## src/rtl/pair_trig_consts.vh

```
// Constants for the conversion pair trigger control block.
// Assumes inclusion by bare name from rtl/.
`ifndef PAIR_TRIG_CONSTS_VH
`define PAIR_TRIG_CONSTS_VH

// Register offsets (word addresses on the plain port)
`define ADDR_PAIR_CTRL 4'h0
`define ADDR_IRQ_STATUS 4'h1
`define ADDR_IRQ_MASK 4'h2

// Field positions in the pair control register
`define BIT_IRQ_ENABLE 7
`define BIT_PENDING 6
`define BIT_SOFT_TRIG 5
`define SEL_MSB 4
`define SEL_LSB 0

// Reset values
`define RST_PAIR_CTRL 16'h0000
`define RST_IRQ_MASK 2'h0

// Trigger source codes
`define TRG_OFF 5'h00
`define TRG_INDIV_SW 5'h01
`define TRG_GLOBAL_SW 5'h02
`define TRG_SPECIAL 5'h03
`define TRG_PWM1_PRI 5'h04
`define TRG_PWM2_PRI 5'h05
`define TRG_PWM4_PRI 5'h07
`define TRG_TMR1 5'h0C
`define TRG_PWM1_SEC 5'h0E
`define TRG_PWM2_SEC 5'h0F
`define TRG_PWM4_SEC 5'h11
`define TRG_PWM1_CL 5'h17
`define TRG_PWM2_CL 5'h18
`define TRG_PWM4_CL 5'h1A
`define TRG_TMR2 5'h1F

// Interrupt status bits
`define IST_DONE 0
`define IST_TRIG 1

`endif

```

## src/rtl/adc_pair_trigger_control.v

```verilog
// Trigger, pending and interrupt control for the channel four/five pair.
// Assumes a converter core that grants and reports done with one-cycle pulses.
`timescale 1ns/1ps
`include "pair_trig_consts.vh"

// Overview of operation
// - Interrupt raised on pair completion only when enable bit is set.
// - Pending bit sets on selected trigger, clears on completion.
// - Writing soft trigger bit starts pair conversion when selected.
// - Soft trigger bit self-clears once pending sets.
// - Five-bit selector picks the start source; zero disables.
// - Code 1 individual software, code 2 global software trigger.
// - Code 3 selects the PWM special event trigger.
// - Codes 4, 5, 7 select PWM 1, 2, 4 primary triggers.
// - Code 0C starts on first timer period match.
// - Codes 0E, 0F, 11 select PWM 1, 2, 4 secondary triggers.
// - Codes 17, 18, 1A select PWM 1, 2, 4 current-limit triggers.
// - Code 1F starts on second timer period match.
// - Busy converter defers the pair conversion until resources free.
module adc_pair_trigger_control (
  // Clock and reset
  input wire clk,
  input wire rstn,
  // Register port
  input wire [3:0] addr,
  input wire [15:0] wdata,
  input wire wr,
  input wire rd,
  output reg [15:0] rdata,
  // Trigger sources
  input wire global_soft_trig,
  input wire pwm_special_trig,
  input wire [2:0] pwm_primary_trig,
  input wire [2:0] pwm_secondary_trig,
  input wire [2:0] pwm_limit_trig,
  input wire first_timer_match,
  input wire second_timer_match,
  // Converter core
  input wire conv_busy,
  input wire conv_done,
  output wire conv_request,
  // Interrupts
  output wire pair_irq,
  output wire irq
);

  localparam ST_IDLE = 3'b001;
  localparam ST_WAIT = 3'b010;
  localparam ST_CONV = 3'b100;

  reg pair_irq_enable;
  reg pair_pending_flag;
  reg pair_soft_trigger;
  reg [4:0] pair_trigger_select;
  reg [2:0] state;
  reg [2:0] next_state;
  reg [1:0] irq_status;
  reg [1:0] irq_mask;
  reg pair_irq_q;
  wire trig_event;
  wire done_pair;
  wire ctrl_wr;
  wire status_rd;

  function is_addr;
    input [3:0] a;
    input [3:0] target;
    begin
      is_addr = (a == target);
    end
  endfunction

  assign ctrl_wr = wr & is_addr(addr, `ADDR_PAIR_CTRL);
  assign status_rd = rd & is_addr(addr, `ADDR_IRQ_STATUS);

  trigger_select_mux u_mux (
    .clk(clk),
    .rstn(rstn),
    .trigger_select_field(pair_trigger_select),
    .soft_trig(pair_soft_trigger),
    .global_soft_trig(global_soft_trig),
    .pwm_special_trig(pwm_special_trig),
    .pwm_primary_trig(pwm_primary_trig),
    .pwm_secondary_trig(pwm_secondary_trig),
    .pwm_limit_trig(pwm_limit_trig),
    .first_timer_match(first_timer_match),
    .second_timer_match(second_timer_match),
    .trig_event(trig_event)
  );

  assign done_pair = (state == ST_CONV) & conv_done;

  always @* begin
    case (state)
      ST_IDLE: next_state = trig_event ? ST_WAIT : ST_IDLE;
      ST_WAIT: next_state = conv_busy ? ST_WAIT : ST_CONV;
      ST_CONV: next_state = conv_done ? ST_IDLE : ST_CONV;
      default: next_state = ST_IDLE;
    endcase
  end

  // Request pulses for one cycle, in ST_WAIT while busy is low; ST_CONV follows without waiting for busy
  assign conv_request = (state == ST_WAIT) & ~conv_busy;

  always @(posedge clk) begin
    if (!rstn) begin
      state <= ST_IDLE;
      pair_irq_enable <= 1'b0;
      pair_trigger_select <= `TRG_OFF;
      pair_soft_trigger <= 1'b0;
      pair_pending_flag <= 1'b0;
      pair_irq_q <= 1'b0;
    end else begin
      state <= next_state;
      if (ctrl_wr) begin
        pair_irq_enable <= wdata[`BIT_IRQ_ENABLE];
        pair_trigger_select <= wdata[`SEL_MSB:`SEL_LSB];
      end
      if (trig_event | pair_pending_flag) begin
        pair_soft_trigger <= 1'b0;
      end else if (ctrl_wr && wdata[`BIT_SOFT_TRIG]) begin
        pair_soft_trigger <= 1'b1;
      end
      if (trig_event && state == ST_IDLE) begin
        pair_pending_flag <= 1'b1;
      end else if (done_pair) begin
        pair_pending_flag <= 1'b0;
      end
      pair_irq_q <= done_pair & pair_irq_enable;
    end
  end

  assign pair_irq = pair_irq_q;

  // Sticky status, set wins over read clear
  always @(posedge clk) begin
    if (!rstn) begin
      irq_status <= 2'h0;
      irq_mask <= `RST_IRQ_MASK;
    end else begin
      irq_status <= (status_rd ? 2'h0 : irq_status) |
                    {trig_event, done_pair & pair_irq_enable};
      if (wr && is_addr(addr, `ADDR_IRQ_MASK)) begin
        irq_mask <= wdata[1:0];
      end
    end
  end

  assign irq = |(irq_status & irq_mask);

  always @(posedge clk) begin
    if (!rstn) begin
      rdata <= 16'h0000;
    end else if (rd) begin
      case (addr)
        `ADDR_PAIR_CTRL: rdata <= {8'h00, pair_irq_enable, pair_pending_flag,
                                   pair_soft_trigger, pair_trigger_select};
        `ADDR_IRQ_STATUS: rdata <= {14'h0000, irq_status};
        `ADDR_IRQ_MASK: rdata <= {14'h0000, irq_mask};
        default: rdata <= 16'h0000;
      endcase
    end else begin
      rdata <= 16'h0000;
    end
  end

endmodule // adc_pair_trigger_control

```

## src/rtl/trigger_select_mux.v

```verilog
// Trigger source selector with edge detection.
// Assumes all trigger inputs are synchronous levels or pulses.
`timescale 1ns/1ps
`include "pair_trig_consts.vh"

module trigger_select_mux (
  // Clock and reset
  input wire clk,
  input wire rstn,
  // Selection
  input wire [4:0] trigger_select_field,
  // Sources
  input wire soft_trig,
  input wire global_soft_trig,
  input wire pwm_special_trig,
  input wire [2:0] pwm_primary_trig,
  input wire [2:0] pwm_secondary_trig,
  input wire [2:0] pwm_limit_trig,
  input wire first_timer_match,
  input wire second_timer_match,
  // Result
  output wire trig_event
);

  reg sel_level;
  reg sel_prev;

  always @* begin
    case (trigger_select_field)
      `TRG_INDIV_SW: sel_level = soft_trig;
      `TRG_GLOBAL_SW: sel_level = global_soft_trig;
      `TRG_SPECIAL: sel_level = pwm_special_trig;
      `TRG_PWM1_PRI: sel_level = pwm_primary_trig[0];
      `TRG_PWM2_PRI: sel_level = pwm_primary_trig[1];
      `TRG_PWM4_PRI: sel_level = pwm_primary_trig[2];
      `TRG_TMR1: sel_level = first_timer_match;
      `TRG_PWM1_SEC: sel_level = pwm_secondary_trig[0];
      `TRG_PWM2_SEC: sel_level = pwm_secondary_trig[1];
      `TRG_PWM4_SEC: sel_level = pwm_secondary_trig[2];
      `TRG_PWM1_CL: sel_level = pwm_limit_trig[0];
      `TRG_PWM2_CL: sel_level = pwm_limit_trig[1];
      `TRG_PWM4_CL: sel_level = pwm_limit_trig[2];
      `TRG_TMR2: sel_level = second_timer_match;
      default: sel_level = 1'b0;
    endcase
  end

  always @(posedge clk) begin
    if (!rstn) begin
      sel_prev <= 1'b0;
    end else begin
      sel_prev <= sel_level;
    end
  end

  assign trig_event = sel_level & ~sel_prev;

endmodule // trigger_select_mux

```

## config.mk

```make
export PLATFORM = sky130hd
export DESIGN_NAME = adc_pair_trigger_control
export DESIGN_NICKNAME = d
export VERILOG_FILES = /design/src/rtl/adc_pair_trigger_control.v /design/src/rtl/trigger_select_mux.v
export VERILOG_INCLUDE_DIRS = /design/src /design/src/rtl
export SDC_FILE = /design/constraint.sdc
export NUM_CORES = 1
export LEC_CHECK = 0
export BUFFER_PORTS_ARGS = -buffer_cell sky130_fd_sc_hd__buf_2
export CORE_MARGIN = 2
export CORE_UTILIZATION = 40
export DETAILED_ROUTE_END_ITERATION = 10
export MAX_ROUTING_LAYER = met4
export PLACE_DENSITY_LB_ADDON = 0.05
export SETUP_SLACK_MARGIN = 0.02
export SLEW_MARGIN = 20
export SYNTH_ARGS = -nofsm -noshare
export SYNTH_HDL_FRONTEND = slang
export SYNTH_SLANG_ARGS = --single-unit
```

## constraint.sdc

```tcl
create_clock -name clk -period 2.1 [get_ports clk]
set_input_delay 0.21 -clock clk [delete_from_list [all_inputs] [get_ports clk]]
set_output_delay 0.21 -clock clk [all_outputs]
set_load 0.005 [all_outputs]
```

After elaboration in Yosys (flattened, before gate mapping):

Index checks and enable logic that the tools add are counted.

* flip-flop bits (word level): 33
* input port bits: 39
* logic and storage cells: 58

* equality and inequality tests: 19
* mux-type cells: 9
* bitwise logic cells: 12
* reductions and logical operators: 8

Operator list (count)
* 5-bit == test (second input constant): 5
* 8-bit one-hot mux with 3 select lines: 1
* 5-bit by 3-bit == test with 1-bit output (second input constant): 3
* 5-bit by 4-bit == test with 1-bit output (second input constant): 3
* 1-bit one-hot mux with 14 select lines: 1
* 5-bit by 2-bit == test with 1-bit output (second input constant): 2
* 3-bit one-hot mux with 3 select lines: 1
* 1-bit AND: 6
* 3-bit two-way mux: 2
* 5-bit by 1-bit == test with 1-bit output (second input constant): 1
* 4-bit by 1-bit == test with 1-bit output (second input constant): 1
* 4-bit by 2-bit == test with 1-bit output (second input constant): 1
* 4-bit logical NOT: 1
* 2-bit two-way mux: 2
* 2-bit OR reduction: 2
* 3-bit by 1-bit == test with 1-bit output (second input constant): 1
* 3-bit by 2-bit == test with 1-bit output (second input constant): 1
* 3-bit == test (second input constant): 1
* 1-bit logical AND: 3
* 1-bit NOT: 3
* 2-bit AND: 1
* 1-bit two-way mux: 2
* 2-bit bitwise OR: 1
* 2-bit AND reduction: 1
* 2 further kinds: 2

Logic depth before layout (Yosys ltp):

* depth after elaboration: 5
* depth in mapped cells: 6
* depth with buffers taken out: 5

By module:

A second synthesis with hierarchy kept.

* cells, all modules: 136
* area total of the unflattened synthesis: 1252.5 um^2

Modules (own cells, without submodules)
* adc_pair_trigger_control: times used 1, cells each 106, area an instance 1028.5 um^2
* trigger_select_mux: times used 1, cells each 30, area an instance 224.0 um^2

Least setup slack after synthesis:

Ideal clock, no wire load.

* path kind: reg-to-reg
* from: register pair_trigger_select[1]
* to: register state[0]
* setup time: 0.132 ns
* data arrival time: 1.634 ns
* data required time: 1.968 ns
* setup slack: 0.334 ns
* stages on the path, launching flop included: 7
* path buffers: 1
* clock period less this slack: 1.766 ns
* cells stage by stage: dfxtp_1 buf_6 or4b_1 o32ai_2 a2111oi_2 a2111oi_0 o21ai_0

* cells in the longest elaborated chain, start to end: 5
* elaborated cells between the ends (all ways): 18

Ends and longest elaborated chain
* start, declared: RTL line adc_pair_trigger_control.v:54 `reg [4:0] pair_trigger_select;`
* start signal, assigned: RTL line adc_pair_trigger_control.v:109 `` pair_trigger_select <= `TRG_OFF; ``
* start signal, assigned: RTL line adc_pair_trigger_control.v:117 `` pair_trigger_select <= wdata[`SEL_MSB:`SEL_LSB]; ``
* 5-bit == test, or another cell as far along: RTL line trigger_select_mux.v:29 `case (trigger_select_field)`
* 1-bit one-hot mux with 14 select lines *: RTL line trigger_select_mux.v:29
* 1-bit AND *: RTL line trigger_select_mux.v:56 `assign trig_event = sel_level & ~sel_prev;`
* 2-bit two-way mux *: RTL line adc_pair_trigger_control.v:95 `ST_IDLE: next_state = trig_event ? ST_WAIT : ST_IDLE;`
* 3-bit one-hot mux with 3 select lines *: RTL line adc_pair_trigger_control.v:94 `case (state)`
* end signal, assigned: RTL line adc_pair_trigger_control.v:114 `state <= next_state;`
* end, declared: RTL line adc_pair_trigger_control.v:55 `reg [2:0] state;`

Mark *: on every way between the ends. The rest lies on a longest branch, timed or not.
A chain may end at the register's enable or synchronous reset.

Worst setup path after layout:

* from: register pair_trigger_select[0]
* to: register pair_pending_flag

* cells in the longest elaborated chain, start to end: 5
* elaborated cells between the ends (all ways): 19

Ends and longest elaborated chain
* 5-bit == test, or another cell as far along: RTL line trigger_select_mux.v:29
* 1-bit one-hot mux with 14 select lines *: RTL line trigger_select_mux.v:29
* 1-bit AND *: RTL line trigger_select_mux.v:56
* 1-bit logical AND *: RTL line adc_pair_trigger_control.v:124 `if (trig_event && state == ST_IDLE) begin`
* 1-bit two-way mux or 2-bit nonzero test (tied branches)
* end signal, assigned: RTL line adc_pair_trigger_control.v:111 `pair_pending_flag <= 1'b0;`
* end signal, assigned: RTL line adc_pair_trigger_control.v:125 `pair_pending_flag <= 1'b1;`
* end signal, assigned: RTL line adc_pair_trigger_control.v:127 `pair_pending_flag <= 1'b0;`
* end, declared: RTL line adc_pair_trigger_control.v:52 `reg pair_pending_flag;`

Marks and branches as above.

==> metrics.log <==
[metrics] status: finished with violations
[metrics] violations in the final reports: design-rule violations
[metrics] share of power burned in registers: 0.634
[metrics] type of destination of the critical path: register
[metrics] maximum VDD drop: between 0.00015 and 0.0002 V
[metrics] critical path class: register to register
[metrics] combinational cell fraction of total power: 0.083
[metrics] routed via count divided by cell count: ~5.1
[metrics] required time at the worst-slack endpoint: 2330 ps
[metrics] static leakage: around 0.6 nW
[metrics] Worst Setup SP: pair_trigger_select[0]
[metrics] number of input and output port buffers inserted: 40
[metrics] primary flip-flop cell chosen by synthesis mapping: sky130_fd_sc_hd__dfxtp_1
[metrics] Clock Latency Late Sink: between 300 and 400 ps
[metrics] wire length of the first global-routing pass: between 4 and 5 mm
[metrics] per-cell routed wire length: ~12 um
[metrics] total half-perimeter wirelength after legalization and detailed placement: just under 2 mm
[metrics] Netlist cell types: 38
[metrics] post-synthesis sequential area ratio: 0.4162
[metrics] launching element type of the critical path: register
[metrics] setup TNS: 0 ps
[metrics] highest-count cells in the layout ignoring fill and taps: sky130_fd_sc_hd__buf_2, sky130_fd_sc_hd__dfxtp_1, sky130_fd_sc_hd__nand2_1
[metrics] # rows: 19
[metrics] Final Hold Fails: 0
[metrics] number of inserted filler cells in the final layout: around 300
[metrics] pin count of the biggest net entering global routing: 15
[metrics] share of the cycle needed by the critical path after routing: 0.8908
[metrics] post-synthesis cell area: about 1200 um2
[metrics] switching fraction of total power: 0.2343
[metrics] switching power total: approximately 0.18 mW
[metrics] biggest area consumer among synthesized cells: sky130_fd_sc_hd__dfxtp_1
[metrics] vias in the first global route: just under 1000
[metrics] antenna diode count: 0
[metrics] share of post-route cells with drive strength above 1: 0.2948
[metrics] start of the worst register-to-register path: pair_trigger_select[0]
[metrics] normalized max-slew margin: 0.5731
[metrics] number of DRC markers in iteration 0: 39
[metrics] buffers from clock root to sink, at most: 2
[metrics] CTS tree: done
[metrics] global-route usage over all layers: 0.1680
[metrics] vias: roughly 1000
[metrics] Fin Clk Skew: approximately 10 ps
[metrics] first-pass iteration count of the detailed router: 7
[metrics] master cell of the clock root buffer: sky130_fd_sc_hd__clkbuf_4
[metrics] # hold bufs at CTS: 0
[metrics] internal power: roughly 0.6 mW
[metrics] classification of the worst-slack hold path: primary input to register
[metrics] Die Width: approximately 59 um
[metrics] last weighted congestion value of the routability-driven placer: about 0.8
[metrics] number of flops mapped to enable cells by yosys: 0
[metrics] Worst-Margin Slew: ~640 ps
[metrics] I/O pin total: a little under 60
[metrics] post-synthesis sequential element count: 25
[metrics] unrepaired setup endpoints after global routing: no
[metrics] Initial Util: 0.4286
[metrics] clock-pin slew on the worst setup and hold paths: 140 ps
[metrics] portion of synthesized cell area occupied by the leading cell type: 0.4162
[metrics] area of the die: approximately 3500 um2
[metrics] maximum fanout encountered on the critical timing path: 9
[metrics] number of nets in the layout: roughly 210
[metrics] Area growth, synth to finish: 17.38%
[metrics] setup violators final: 0
[metrics] Post-synth ARST share: 0
[metrics] achievable clock frequency: 0.5345 GHz
[metrics] cell types with the largest area share after synthesis: sky130_fd_sc_hd__dfxtp_1, sky130_fd_sc_hd__mux2i_1, sky130_fd_sc_hd__a21oi_1
[metrics] CTS buffer count: 3
[metrics] overflow left after global routing: 0
[metrics] Crit path arrival time: 2100 ps
[metrics] clock sink count: 25
[metrics] CTS HTree Levels: 1
[metrics] final instance area: approximately 1400 um2
[metrics] most frequent standard cell in the layout excluding fill and tap cells: sky130_fd_sc_hd__buf_2
[metrics] DRC violation count after routing: 3
[metrics] # Max-Cap Violations: 0
[metrics] antenna violations before repair: 0
[metrics] synthesis warning total: 0
[metrics] count of mapped cells out of synthesis: approximately 140
[metrics] Core ar.: between 2000 and 3000 um2
[metrics] mean post-synth cell area: around 8.9 um2
[metrics] Clk pwr share: 0.283
[metrics] detailed-route wire length: around 2.5 mm
[metrics] min cycle time layout: 1871 ps
[metrics] core utilization of the finished layout: 0.5031
[metrics] placed cell areas: between 1000 and 1500 um2
[metrics] power density over the cells: 539.1 nW/um2
[metrics] Max Transition Viols Final: 0
[metrics] die height: a little under 60 um
[metrics] remaining antenna violation count after routing: 0
[metrics] startpoint of the most critical hold path: wdata[2]
synthesized netlist by cell type, drive strengths merged, types with 2 or more instances:
cell      n
a2111oi   2
a21oi    12
and2      7
buf      10
clkbuf    4
dfxtp    25
inv       3
mux2i     9
nand2    14
nand2b    4
nand3     4
nand4b    2
nor2     10
nor2b     2
nor3      2
nor3b     3
nor4      2
o21ai     2
o32ai     4
critical path: stages (launching register included):
cell and delay, ps:
sky130_fd_sc_hd__dfxtp_1 410, sky130_fd_sc_hd__or4b_1 560, sky130_fd_sc_hd__o32ai_2 160, sky130_fd_sc_hd__a2111oi_2 110, sky130_fd_sc_hd__a211o_1 350, sky130_fd_sc_hd__o32ai_2 190
power groups by stage:
stage	combinational [mW]	clock (mW)	sequential, mW
global placement	0.0623	0	0.492
CTS	0.0641	0.223	0.482
finish	0.0635	0.215	0.482
floorplan	0.0413	0	0.490
global route	0.0716	0.250	0.483
detailed placement	0.0638	0	0.492
kinds of logic (layout without fill, tap and decap cells):
family	count (synthesis)	after routing	synth area share
AO/OA/AOI/OAI	26	26	0.1623
buffers and inverters	17	48	0.08636
flip-flops	25	25	0.4162
multiplexers	9	9	0.07492
other	1	8	0.003119
AND/OR/NAND/NOR	57	57	0.2570
timing repair:
item / CTS / global route
setup buffers: 0 / 0
gates resized for setup: 0 / 2
setup endpoints to repair: 0 / 1
state kept, by name, summed over array words and instances, names as in the netlist:
register	count
state	3
rdata	8
irq_status	2
pair_irq	1
pair_trigger_select	5
irq_mask	2
pair_soft_trigger	1
pair_irq_enable	1
u_mux.sel_prev	1
pair_pending_flag	1
metrics by stage:
stage / std cells / hold WS, ps / total power, mW / setup slack (ps)
floorplan: 142 / 286.2 / 0.5313 / 334.1
global placement: 200 / 443.6 / 0.5546 / 223.5
detailed placement: 200 / 447.1 / 0.5563 / 204.9
CTS: 204 / 110.2 / 0.7692 / 185.4
global route: 204 / 84.86 / 0.8045 / 34.87
finish: 204 / 107.4 / 0.7609 / 229.2
area by class of cell:
class                           instances  area [um2]  area share
Inverter                                3       11.26    0.007979
Tap cell                               31       38.79     0.02748
Sequential cell                        25       503.0      0.3564
Timing Repair Buffer                   41       207.7      0.1472
Clock buffer                            4       26.28     0.01862
Multi-Input combinational cell        100       624.3      0.4424
per-layer routing:
metal | vias to the layer above | wire (um) | track usage
met5 | - | 0 | -
met4 | 0 | 20 | 0.06818
met3 | 2 | 106 | 0.03516
met2 | 20 | 1238 | 0.2825
met1 | 481 | 1122 | 0.1938
li1 | 540 | - | -
final timing paths:
check        depth (start not counted)                endpoint  slack (ps)
max                                  5       pair_pending_flag         230
min                                  3  pair_trigger_select[2]         110
max reg2reg                          5       pair_pending_flag         230
min reg2reg                          1       pair_soft_trigger         460
(Power assumes the default switching activity.)
